==> src/design/rwcg_consts.svh <==
`ifndef RWCG_CONSTS_SVH
`define RWCG_CONSTS_SVH

// ****************************************************************
// Frame and code geometry
// ****************************************************************
`define RWCG_SYMBOLS_PER_FRAME 68
`define RWCG_SYMBOL_CNT_W      7
`define RWCG_CODE_LEN          65535
`define RWCG_CHIP_CNT_W        16

// ****************************************************************
// Identity and shift register layout
// ****************************************************************
`define RWCG_ID_W        24
`define RWCG_LONG_W      16
`define RWCG_SHORT_W     8
`define RWCG_SHORT_LSB   0
`define RWCG_THIRD_LSB   8

// ****************************************************************
// Feedback masks (Galois form, plain defaults)
// ****************************************************************
`define RWCG_LONG_TAPS   16'hB400
`define RWCG_SHORT_TAPS  8'hB8
`define RWCG_THIRD_TAPS  16'hD008

// ****************************************************************
// Preload values
// ****************************************************************
`define RWCG_LONG_SEED   16'h0001
`define RWCG_SYNC_SHORT  8'h01
`define RWCG_SYNC_THIRD  16'h0001
`define RWCG_FIXED_ID    24'h00_0001  // Arbitrary hardware identity

// ****************************************************************
// Output buffer
// ****************************************************************
`define RWCG_BUF_DEPTH   2
`define RWCG_BUF_WIDTH   2

`endif

==> src/design/rwcg_pkg.sv <==
// ****************************************************************
// Types shared by the watermark generator
// ****************************************************************
package rwcg_pkg;

   typedef enum logic [1:0] {
      GEN_IDLE  = 2'b00,
      GEN_SYNC  = 2'b01,
      GEN_IDENT = 2'b10
   } rwcg_state_type;

endpackage : rwcg_pkg

==> src/design/rwcg_chip_buffer.sv <==
`timescale 1ns/1ps
`default_nettype none

// Shifting FIFO: entry 0 is always the head, so outputs come from flops
module rwcg_chip_buffer #(
   parameter int WIDTH = 2,
   parameter int DEPTH = 2
) (
   // Clock and reset
   input  wire logic             clk,
   input  wire logic             reset_n,
   // Fill side
   input  wire logic             inValid,
   output logic                  inReady,
   input  wire logic [WIDTH-1:0] inData,
   // Drain side
   output logic                  outValid,
   input  wire logic             outReady,
   output logic [WIDTH-1:0]      outData
);

   logic [WIDTH-1:0] entry_q [DEPTH];
   logic [WIDTH-1:0] entry_d [DEPTH];
   logic [DEPTH-1:0] full_q;
   logic [DEPTH-1:0] full_d;
   logic             push;
   logic             pop;

   // Handshakes; full when the last entry holds a word
   assign inReady  = ~full_q[DEPTH-1];
   assign push     = inValid & inReady;
   assign pop      = full_q[0] & outReady;
   assign outValid = full_q[0];
   assign outData  = entry_q[0];

   // ****************************************************************
   // Per-entry next value and storage
   // ****************************************************************
   for (genvar i = 0; i < DEPTH; i++) begin : gEntry
      logic [WIDTH-1:0] upper;
      logic             upperFull;
      logic             lowerFull;

      if (i == DEPTH - 1) begin : gTop
         assign upper     = '0;
         assign upperFull = 1'b0;
      end else begin : gMid
         assign upper     = entry_q[i+1];
         assign upperFull = full_q[i+1];
      end
      if (i == 0) begin : gBot
         assign lowerFull = 1'b1;
      end else begin : gLow
         assign lowerFull = full_q[i-1];
      end

      // Shift down on pop, write into the first free slot on push
      always_comb begin
         entry_d[i] = entry_q[i];
         full_d[i]  = full_q[i];
         if (pop) begin
            entry_d[i] = upper;
            full_d[i]  = upperFull;
            if (push && full_q[i] && !upperFull) begin
               entry_d[i] = inData;
               full_d[i]  = 1'b1;
            end
         end else if (push && !full_q[i] && lowerFull) begin
            entry_d[i] = inData;
            full_d[i]  = 1'b1;
         end
      end

      // Entry registers
      always_ff @(posedge clk or negedge reset_n) begin
         if (!reset_n) begin
            entry_q[i] <= '0;
            full_q[i]  <= 1'b0;
         end else begin
            entry_q[i] <= entry_d[i];
            full_q[i]  <= full_d[i];
         end
      end
   end

endmodule : rwcg_chip_buffer

`default_nettype wire

==> src/design/rwcg_watermark_gen.sv <==
`timescale 1ns/1ps
`default_nettype none
`include "rwcg_consts.svh"

module rwcg_watermark_gen #(
   parameter int               CODE_LEN      = `RWCG_CODE_LEN,
   parameter int               SYMS_PER_FRM  = `RWCG_SYMBOLS_PER_FRAME,
   parameter logic [15:0]      LONG_TAPS     = `RWCG_LONG_TAPS,
   parameter logic [7:0]       SHORT_TAPS    = `RWCG_SHORT_TAPS,
   parameter logic [15:0]      THIRD_TAPS    = `RWCG_THIRD_TAPS,
   parameter logic [23:0]      FIXED_ID      = `RWCG_FIXED_ID
) (
   // Clock and reset
   input  wire logic                   clk,
   input  wire logic                   reset_n,
   // Host frame timing
   input  wire logic                   sampleTick,
   input  wire logic                   symbolStart,
   input  wire logic                   frameStart,
   // Identity configuration
   input  wire logic [`RWCG_ID_W-1:0]  userIdentity,
   input  wire logic                   useFixedIdentity,
   // Serial data option
   input  wire logic                   modEnable,
   input  wire logic                   dataBit,
   input  wire logic                   dataValid,
   output logic                        dataAck,
   // Chip stream to the embedder
   output logic                        chipValid,
   input  wire logic                   chipReady,
   output logic                        chipBit,
   output logic                        chipFrameStart,
   // Status
   output logic                        inSyncSequence
);

   // ****************************************************************
   // Declarations
   // ****************************************************************
   rwcg_pkg::rwcg_state_type           state_q;
   rwcg_pkg::rwcg_state_type           state_d;
   logic [`RWCG_LONG_W-1:0]            longReg_q;
   logic [`RWCG_LONG_W-1:0]            longReg_d;
   logic [`RWCG_SHORT_W-1:0]           shortReg_q;
   logic [`RWCG_SHORT_W-1:0]           shortReg_d;
   logic [`RWCG_LONG_W-1:0]            thirdReg_q;
   logic [`RWCG_LONG_W-1:0]            thirdReg_d;
   logic [`RWCG_CHIP_CNT_W-1:0]        chipCnt_q;
   logic [`RWCG_CHIP_CNT_W-1:0]        chipCnt_d;
   logic [`RWCG_SYMBOL_CNT_W-1:0]      symCnt_q;
   logic [`RWCG_SYMBOL_CNT_W-1:0]      symCnt_d;
   logic [`RWCG_ID_W-1:0]              identity_q;
   logic [`RWCG_ID_W-1:0]              identity_d;
   logic                               modBit_q;
   logic                               modBit_d;
   logic                               dataAck_q;
   logic                               dataAck_d;
   logic                               firstChip_q;
   logic                               firstChip_d;
   logic                               inSync_q;
   logic                               restart;
   logic                               step;
   logic                               lastChip;
   logic                               bufReady;
   logic                               pushChip;
   logic                               bufValid;
   logic [`RWCG_BUF_WIDTH-1:0]         bufOut;
   logic                               chip;
   logic [`RWCG_ID_W-1:0]              activeId;
   logic [`RWCG_SHORT_W-1:0]           idShort;
   logic [`RWCG_LONG_W-1:0]            idThird;
   logic [15:0]                        shortStep;

   localparam logic [`RWCG_SYMBOL_CNT_W-1:0] SymLast =
      `RWCG_SYMBOL_CNT_W'(SYMS_PER_FRM - 1);
   localparam logic [`RWCG_CHIP_CNT_W-1:0]   ChipLast =
      `RWCG_CHIP_CNT_W'(CODE_LEN - 1);

   // Galois step of one shift register
   function automatic logic [15:0] lfsrStep(input logic [15:0] val, input logic [15:0] taps);
      lfsrStep = val[0] ? ((val >> 1) ^ taps) : (val >> 1);
   endfunction : lfsrStep

   // ****************************************************************
   // Frame timing
   // ****************************************************************

   // Restart on host frame start or after the last symbol of the frame
   assign restart = frameStart | (symbolStart & (symCnt_q == SymLast));

   // Symbol counter, realigned on every host frame start
   always_comb begin
      symCnt_d = symCnt_q;
      if (restart) begin
         symCnt_d = '0;
      end else if (symbolStart) begin
         symCnt_d = symCnt_q + `RWCG_SYMBOL_CNT_W'(1);
      end
   end

   always_ff @(posedge clk or negedge reset_n) begin
      if (!reset_n) begin
         symCnt_q <= '0;
      end else begin
         symCnt_q <= symCnt_d;
      end
   end

   // ****************************************************************
   // Identity selection and preload encoding
   // ****************************************************************

   // Fixed hardware identity or user value, captured at each restart
   assign activeId = useFixedIdentity ? FIXED_ID : userIdentity;
   assign idShort  = identity_q[`RWCG_SHORT_LSB +: `RWCG_SHORT_W];
   assign idThird  = identity_q[`RWCG_THIRD_LSB +: `RWCG_LONG_W];

   // ****************************************************************
   // Code generator
   // ****************************************************************

   // Advance one chip per host sample, held while the buffer is full
   assign step     = sampleTick & bufReady & (state_q != rwcg_pkg::GEN_IDLE);
   assign lastChip = (chipCnt_q == ChipLast);
   assign chip     = longReg_q[0] ^ shortReg_q[0] ^ thirdReg_q[0]
                     ^ (modEnable & modBit_q);
   assign pushChip = step & ~restart;

   // Short register stepped in a widened copy; only the low byte is kept
   assign shortStep = lfsrStep({8'h00, shortReg_q}, {8'h00, SHORT_TAPS});

   // Next state of the three registers, chip counter and sequence phase
   always_comb begin
      state_d     = state_q;
      longReg_d   = longReg_q;
      shortReg_d  = shortReg_q;
      thirdReg_d  = thirdReg_q;
      chipCnt_d   = chipCnt_q;
      identity_d  = identity_q;
      firstChip_d = firstChip_q;
      modBit_d    = modBit_q;
      dataAck_d   = 1'b0;
      if (restart) begin
         // Cut the running code short and reload the sync sequence
         state_d     = rwcg_pkg::GEN_SYNC;
         longReg_d   = `RWCG_LONG_SEED;
         shortReg_d  = `RWCG_SYNC_SHORT;
         thirdReg_d  = `RWCG_SYNC_THIRD;
         chipCnt_d   = '0;
         identity_d  = activeId;
         firstChip_d = 1'b1;
         if (dataValid) begin
            modBit_d  = dataBit;
            dataAck_d = 1'b1;
         end
      end else if (step) begin
         firstChip_d = 1'b0;
         if (lastChip) begin
            // Period done: reload with the identity preload and repeat
            state_d    = rwcg_pkg::GEN_IDENT;
            longReg_d  = `RWCG_LONG_SEED;
            shortReg_d = (idShort == '0) ? `RWCG_SYNC_SHORT : idShort;
            thirdReg_d = (idThird == '0) ? `RWCG_SYNC_THIRD : idThird;
            chipCnt_d  = '0;
         end else begin
            longReg_d  = lfsrStep(longReg_q, LONG_TAPS);
            shortReg_d = shortStep[`RWCG_SHORT_W-1:0];
            thirdReg_d = lfsrStep(thirdReg_q, THIRD_TAPS);
            chipCnt_d  = chipCnt_q + `RWCG_CHIP_CNT_W'(1);
         end
      end
   end

   // Generator registers
   always_ff @(posedge clk or negedge reset_n) begin
      if (!reset_n) begin
         state_q     <= rwcg_pkg::GEN_IDLE;
         longReg_q   <= `RWCG_LONG_SEED;
         shortReg_q  <= `RWCG_SYNC_SHORT;
         thirdReg_q  <= `RWCG_SYNC_THIRD;
         chipCnt_q   <= '0;
         identity_q  <= '0;
         firstChip_q <= 1'b0;
         modBit_q    <= 1'b0;
         dataAck_q   <= 1'b0;
         inSync_q    <= 1'b0;
      end else begin
         state_q     <= state_d;
         longReg_q   <= longReg_d;
         shortReg_q  <= shortReg_d;
         thirdReg_q  <= thirdReg_d;
         chipCnt_q   <= chipCnt_d;
         identity_q  <= identity_d;
         firstChip_q <= firstChip_d;
         modBit_q    <= modBit_d;
         dataAck_q   <= dataAck_d;
         inSync_q    <= (state_d == rwcg_pkg::GEN_SYNC);
      end
   end

   // ****************************************************************
   // Output buffer and ports
   // ****************************************************************

   // Two-entry buffer between generator and embedder
   rwcg_chip_buffer #(
      .WIDTH (`RWCG_BUF_WIDTH),
      .DEPTH (`RWCG_BUF_DEPTH)
   ) uBuffer (
      .clk      (clk),
      .reset_n  (reset_n),
      .inValid  (pushChip),
      .inReady  (bufReady),
      .inData   ({firstChip_q, chip}),
      .outValid (bufValid),
      .outReady (chipReady),
      .outData  (bufOut)
   );

   // Ports straight from flops
   assign chipValid      = bufValid;
   assign chipBit        = bufOut[0];
   assign chipFrameStart = bufOut[1];
   assign dataAck        = dataAck_q;
   assign inSyncSequence = inSync_q;

endmodule : rwcg_watermark_gen

`default_nettype wire

==> config.mk <==
export PLATFORM = sky130hd
export DESIGN_NAME = rwcg_watermark_gen
export DESIGN_NICKNAME = d
export VERILOG_FILES = /design/src/design/rwcg_pkg.sv /design/src/design/rwcg_chip_buffer.sv /design/src/design/rwcg_watermark_gen.sv
export VERILOG_INCLUDE_DIRS = /design/src /design/src/design
export SDC_FILE = /design/constraint.sdc
export NUM_CORES = 1
export LEC_CHECK = 0
export ABC_AREA = 1
export ABC_CLOCK_PERIOD_IN_PS = 1550
export BUFFER_PORTS_ARGS = -buffer_cell sky130_fd_sc_hd__buf_2
export CORE_MARGIN = 2
export CORE_UTILIZATION = 40
export DETAILED_ROUTE_END_ITERATION = 7
export PLACE_DENSITY = 0.67
export SYNTH_ARGS = -nofsm -noshare
export SYNTH_HDL_FRONTEND = slang
export SYNTH_SLANG_ARGS = --single-unit
==> constraint.sdc <==
create_clock -name clk -period 1.55 [get_ports clk]
set_input_delay 0.0775 -clock clk [delete_from_list [all_inputs] [get_ports clk]]
set_output_delay 0.0775 -clock clk [all_outputs]
set_load 0.01 [all_outputs]
==> impl_metrics.tcl <==
set metrics [dict create \
    outcome "finished with violations" \
    violations "negative setup slack" \
    place_ws_ns -0.01996 \
    crit_path_end_kind "flip-flop" \
    die_h_um 113.7 \
    reg2reg_from "chipCnt_q[0]" \
    ys_seq_elements 99 \
    crit_family "simple AND/OR/NAND/NOR gates" \
    hold_ws_ns 0.02192 \
    rsz0062_at_grt "true" \
    core_area_mm2 0.01186 \
    slew_headroom_pct 76.16 \
    htreeDepth 3 \
    dieArea_mm2 0.01292 \
    num_rows 40 \
    path_max_fanout 22 \
    first_iter_violations 208 \
    die_w_um 113.7 \
    dr.pass1.iters 5 \
    cpPeakStageDelay_ns 0.39 \
    p_leak_uw 0.003101 \
    n_antenna_cell 0 \
    clockBufferDepth 2 \
    fin_crit_sh_pct 101.8 \
    yosysTopAreaCell "dfrtp_1" \
    track_usage_pct 17.48 \
    grt_pass1_vias 3996 \
    startpoint_type "flip-flop" \
    dp_hpwl_um 7299 \
    yosysSeqAreaShare_pct 51.57 \
    wl_per_cell_um 14.08 \
    fin_ws_ns -0.02736 \
    place_congestion 0.8985 \
    fin_crit_ns 1.577 \
    ant_nets 0 \
    initial_core_util_pct 40.56 \
    ys_async_sr_fraction_pct 100.0 \
    setup_viol 12 \
    ir_drop_mv 0.6918 \
    crit_start "chipCnt_q[0]" \
    clkTransAtPathRegs_ns 0.07 \
    dr_total_vias 4222 \
    post-synth-top-area-fraction_pct 49.93 \
    fin_skew_ns 0.005575 \
    syn_nets 626 \
    grt_max_degree 50 \
    synth_enable_flop_cells 0 \
    max_freq_ghz 0.6340 \
    clockRootBuffer "clkbuf_16" \
    antenna_found_initial 0 \
    yosys_warnings 0 \
    synth_cell_types 35 \
    synth_area_leaders "dfrtp_1 (50%), nand2_1 (13%), nand3_1 (8.0%)" \
    hp-start "userIdentity[9]" \
    worst_pin_slew_ns 0.3576 \
    utilization_pct 54.95 \
    cts_made_buffers 9 \
    cts_tree "yes" \
    critPathRequiredTime_ns 1.78 \
    fin_nets 718 \
    drv_cap 0 \
    wl_um 11730 \
    insertion_delay_ns 0.34 \
    area_growth_pct 35.47 \
    crit_chain "inv_2 -> ha_4 -> nand2_4 -> nor3_4 -> inv_2 -> nor2_4 -> nor2_4 -> buf_12 -> nand2_1 -> nand3_1" \
    grt_pass1_wl_um 18170 \
    io_buffers 38 \
    hold_viol 0 \
    drc_errors 0 \
    hold_class "input pin to flip-flop" \
    path_class "flip-flop to flip-flop" \
    synth_ff_type "dfrtp_1" \
    viasPerCell 5.068 \
    slew_viol_final 0 \
    overflow 0 \
    cp.buffers_inverters 3 \
    drive_above_1_share_pct 25.66 \
    synthCells 589 \
    cpMaxStageDelayCell "dfrtp_1" \
    avgSynthCellArea_um2 8.168 \
    io_pins 39 \
    netlist_area_mm2 0.004811 \
    worstPathArrival_ns 1.81 \
    p_per_area_mw_per_mm2 851.3 \
    cts.sinks 99 \
]
final timing paths:
| path | cells after the start | slack, ns | endpoint |
|---|---|---|---|
| hold reg to reg | 2 | 0.48 | thirdReg_q[7] |
| max in group asynchronous | 3 | 0.81 | identity_q[19] |
| setup / recovery | 10 | -0.03 | shortReg_q[2] |
| min in group asynchronous | 2 | 0.13 | longReg_q[7] |
| setup reg to reg | 10 | -0.03 | shortReg_q[2] |
| hold / removal | 3 | 0.02 | identity_q[9] |
layer usage:
layer | part of all wire [%] | global-route usage, % | vias to the layer above
met4 | 2.4 | 5.691 | 0
met5 | 0 | 0 | -
met2 | 50 | 29.54 | 89
met3 | 3.5 | 4.038 | 22
li1 | - | - | 2070
met1 | 44 | 22.33 | 2041
power breakdown:
group	leakage, uW	switching (uW)	total (uW)	internal [uW]
logic	0.00163	242	444	202
registers	0.00132	46.2	2690	2650
clock network	0.000154	984	2410	1430
cell usage after synthesis (7+ instances only):
master   count
buf_2       12
dfrtp_1     96
inv_1       69
nand2_1    161
nand3_1     77
nand4_1     11
nor2_1      35
o21ai_0     33
o21ai_1      7
o22ai_1     14
xnor2_1      7
xor2_1      10
tightest hold or removal path, stage by stage:
cell and delay (ns):
buf_2 0.08, nand3_1 0.09, o21ai_0 0.08
flip-flops by register name, summed over array words and instances (netlist names):
signal / cells
longReg_q: 16
identity_q: 24
symCnt_q: 7
chipCnt_q: 16
uBuffer.gEntry.upper: 2
firstChip_q: 1
modBit_q: 1
dataAck: 1
inSyncSequence: 1
uBuffer.outValid: 1
uBuffer.gEntry.upperFull: 1
state_q: 2
thirdReg_q: 16
shortReg_q: 8
uBuffer.outData: 2
layout by cell type (no fill, tap or decap), types with 3 or more instances in the layout:
master	netlist	routed
a21oi_1	3	3
buf_12	0	9
buf_2	12	37
buf_4	4	17
buf_6	2	7
buf_8	0	3
clkbuf_16	0	14
dfrtp_1	96	94
dfstp_2	3	3
dlygate4sd3_1	0	27
inv_1	69	67
inv_2	4	5
nand2_1	161	150
nand2_2	6	13
nand2_4	1	3
nand3_1	77	70
nand3_2	1	8
nand4_1	11	11
nor2_1	35	29
nor2_2	5	4
nor2_4	2	9
nor3_1	6	5
o21ai_0	33	29
o21ai_2	0	10
o22ai_2	0	12
xnor2_1	7	7
xor2_1	10	10
through the flow:
step	instance area, um^2	setup TNS, ns	cells	total power (uW)
floorplan	4811	0	589	2887
global placement	5338	0	776	3066
detailed placement	5338	-0.02735	776	3076
CTS	5926	-0.0002144	818	5550
global route	6518	-3.854	833	5804
finish	6518	-0.1692	833	5548
logic make-up (layout without fill, tap and decap cells):
group | after synthesis | count (layout) | share of synthesized area [%]
AO/OA/AOI/OAI | 61 | 61 | 6.918
XOR/XNOR | 17 | 17 | 3.095
adder cells (fa/ha/maj) | 3 | 3 | 0.7803
buffers and inverters | 98 | 195 | 8.582
flip-flops | 99 | 99 | 51.57
AND/OR/NAND/NOR | 311 | 311 | 29.05
what timing repair did:
item | CTS | global route
cloned | 0 | 7
resized for setup | 1 | 89
hold endpoints to repair | 121 | 1
buffers inserted | 0 | 7
setup endpoints to repair | 4 | 82
pin swaps | 0 | 13
hold buffers | 26 | 1
area by class of cell:
| class | instances | area [um^2] |
|---|---|---|
| Fill cell | 1004 | 5344 |
| Sequential cell | 99 | 2484 |
| Multi-Input combinational cell | 392 | 2230 |
| Timing Repair Buffer | 105 | 1012 |
| Inverter | 74 | 282.8 |
| Clock buffer | 9 | 225.2 |
| Tap cell | 147 | 183.9 |
| Clock inverter | 7 | 100.1 |
(Power assumes the default switching activity.)
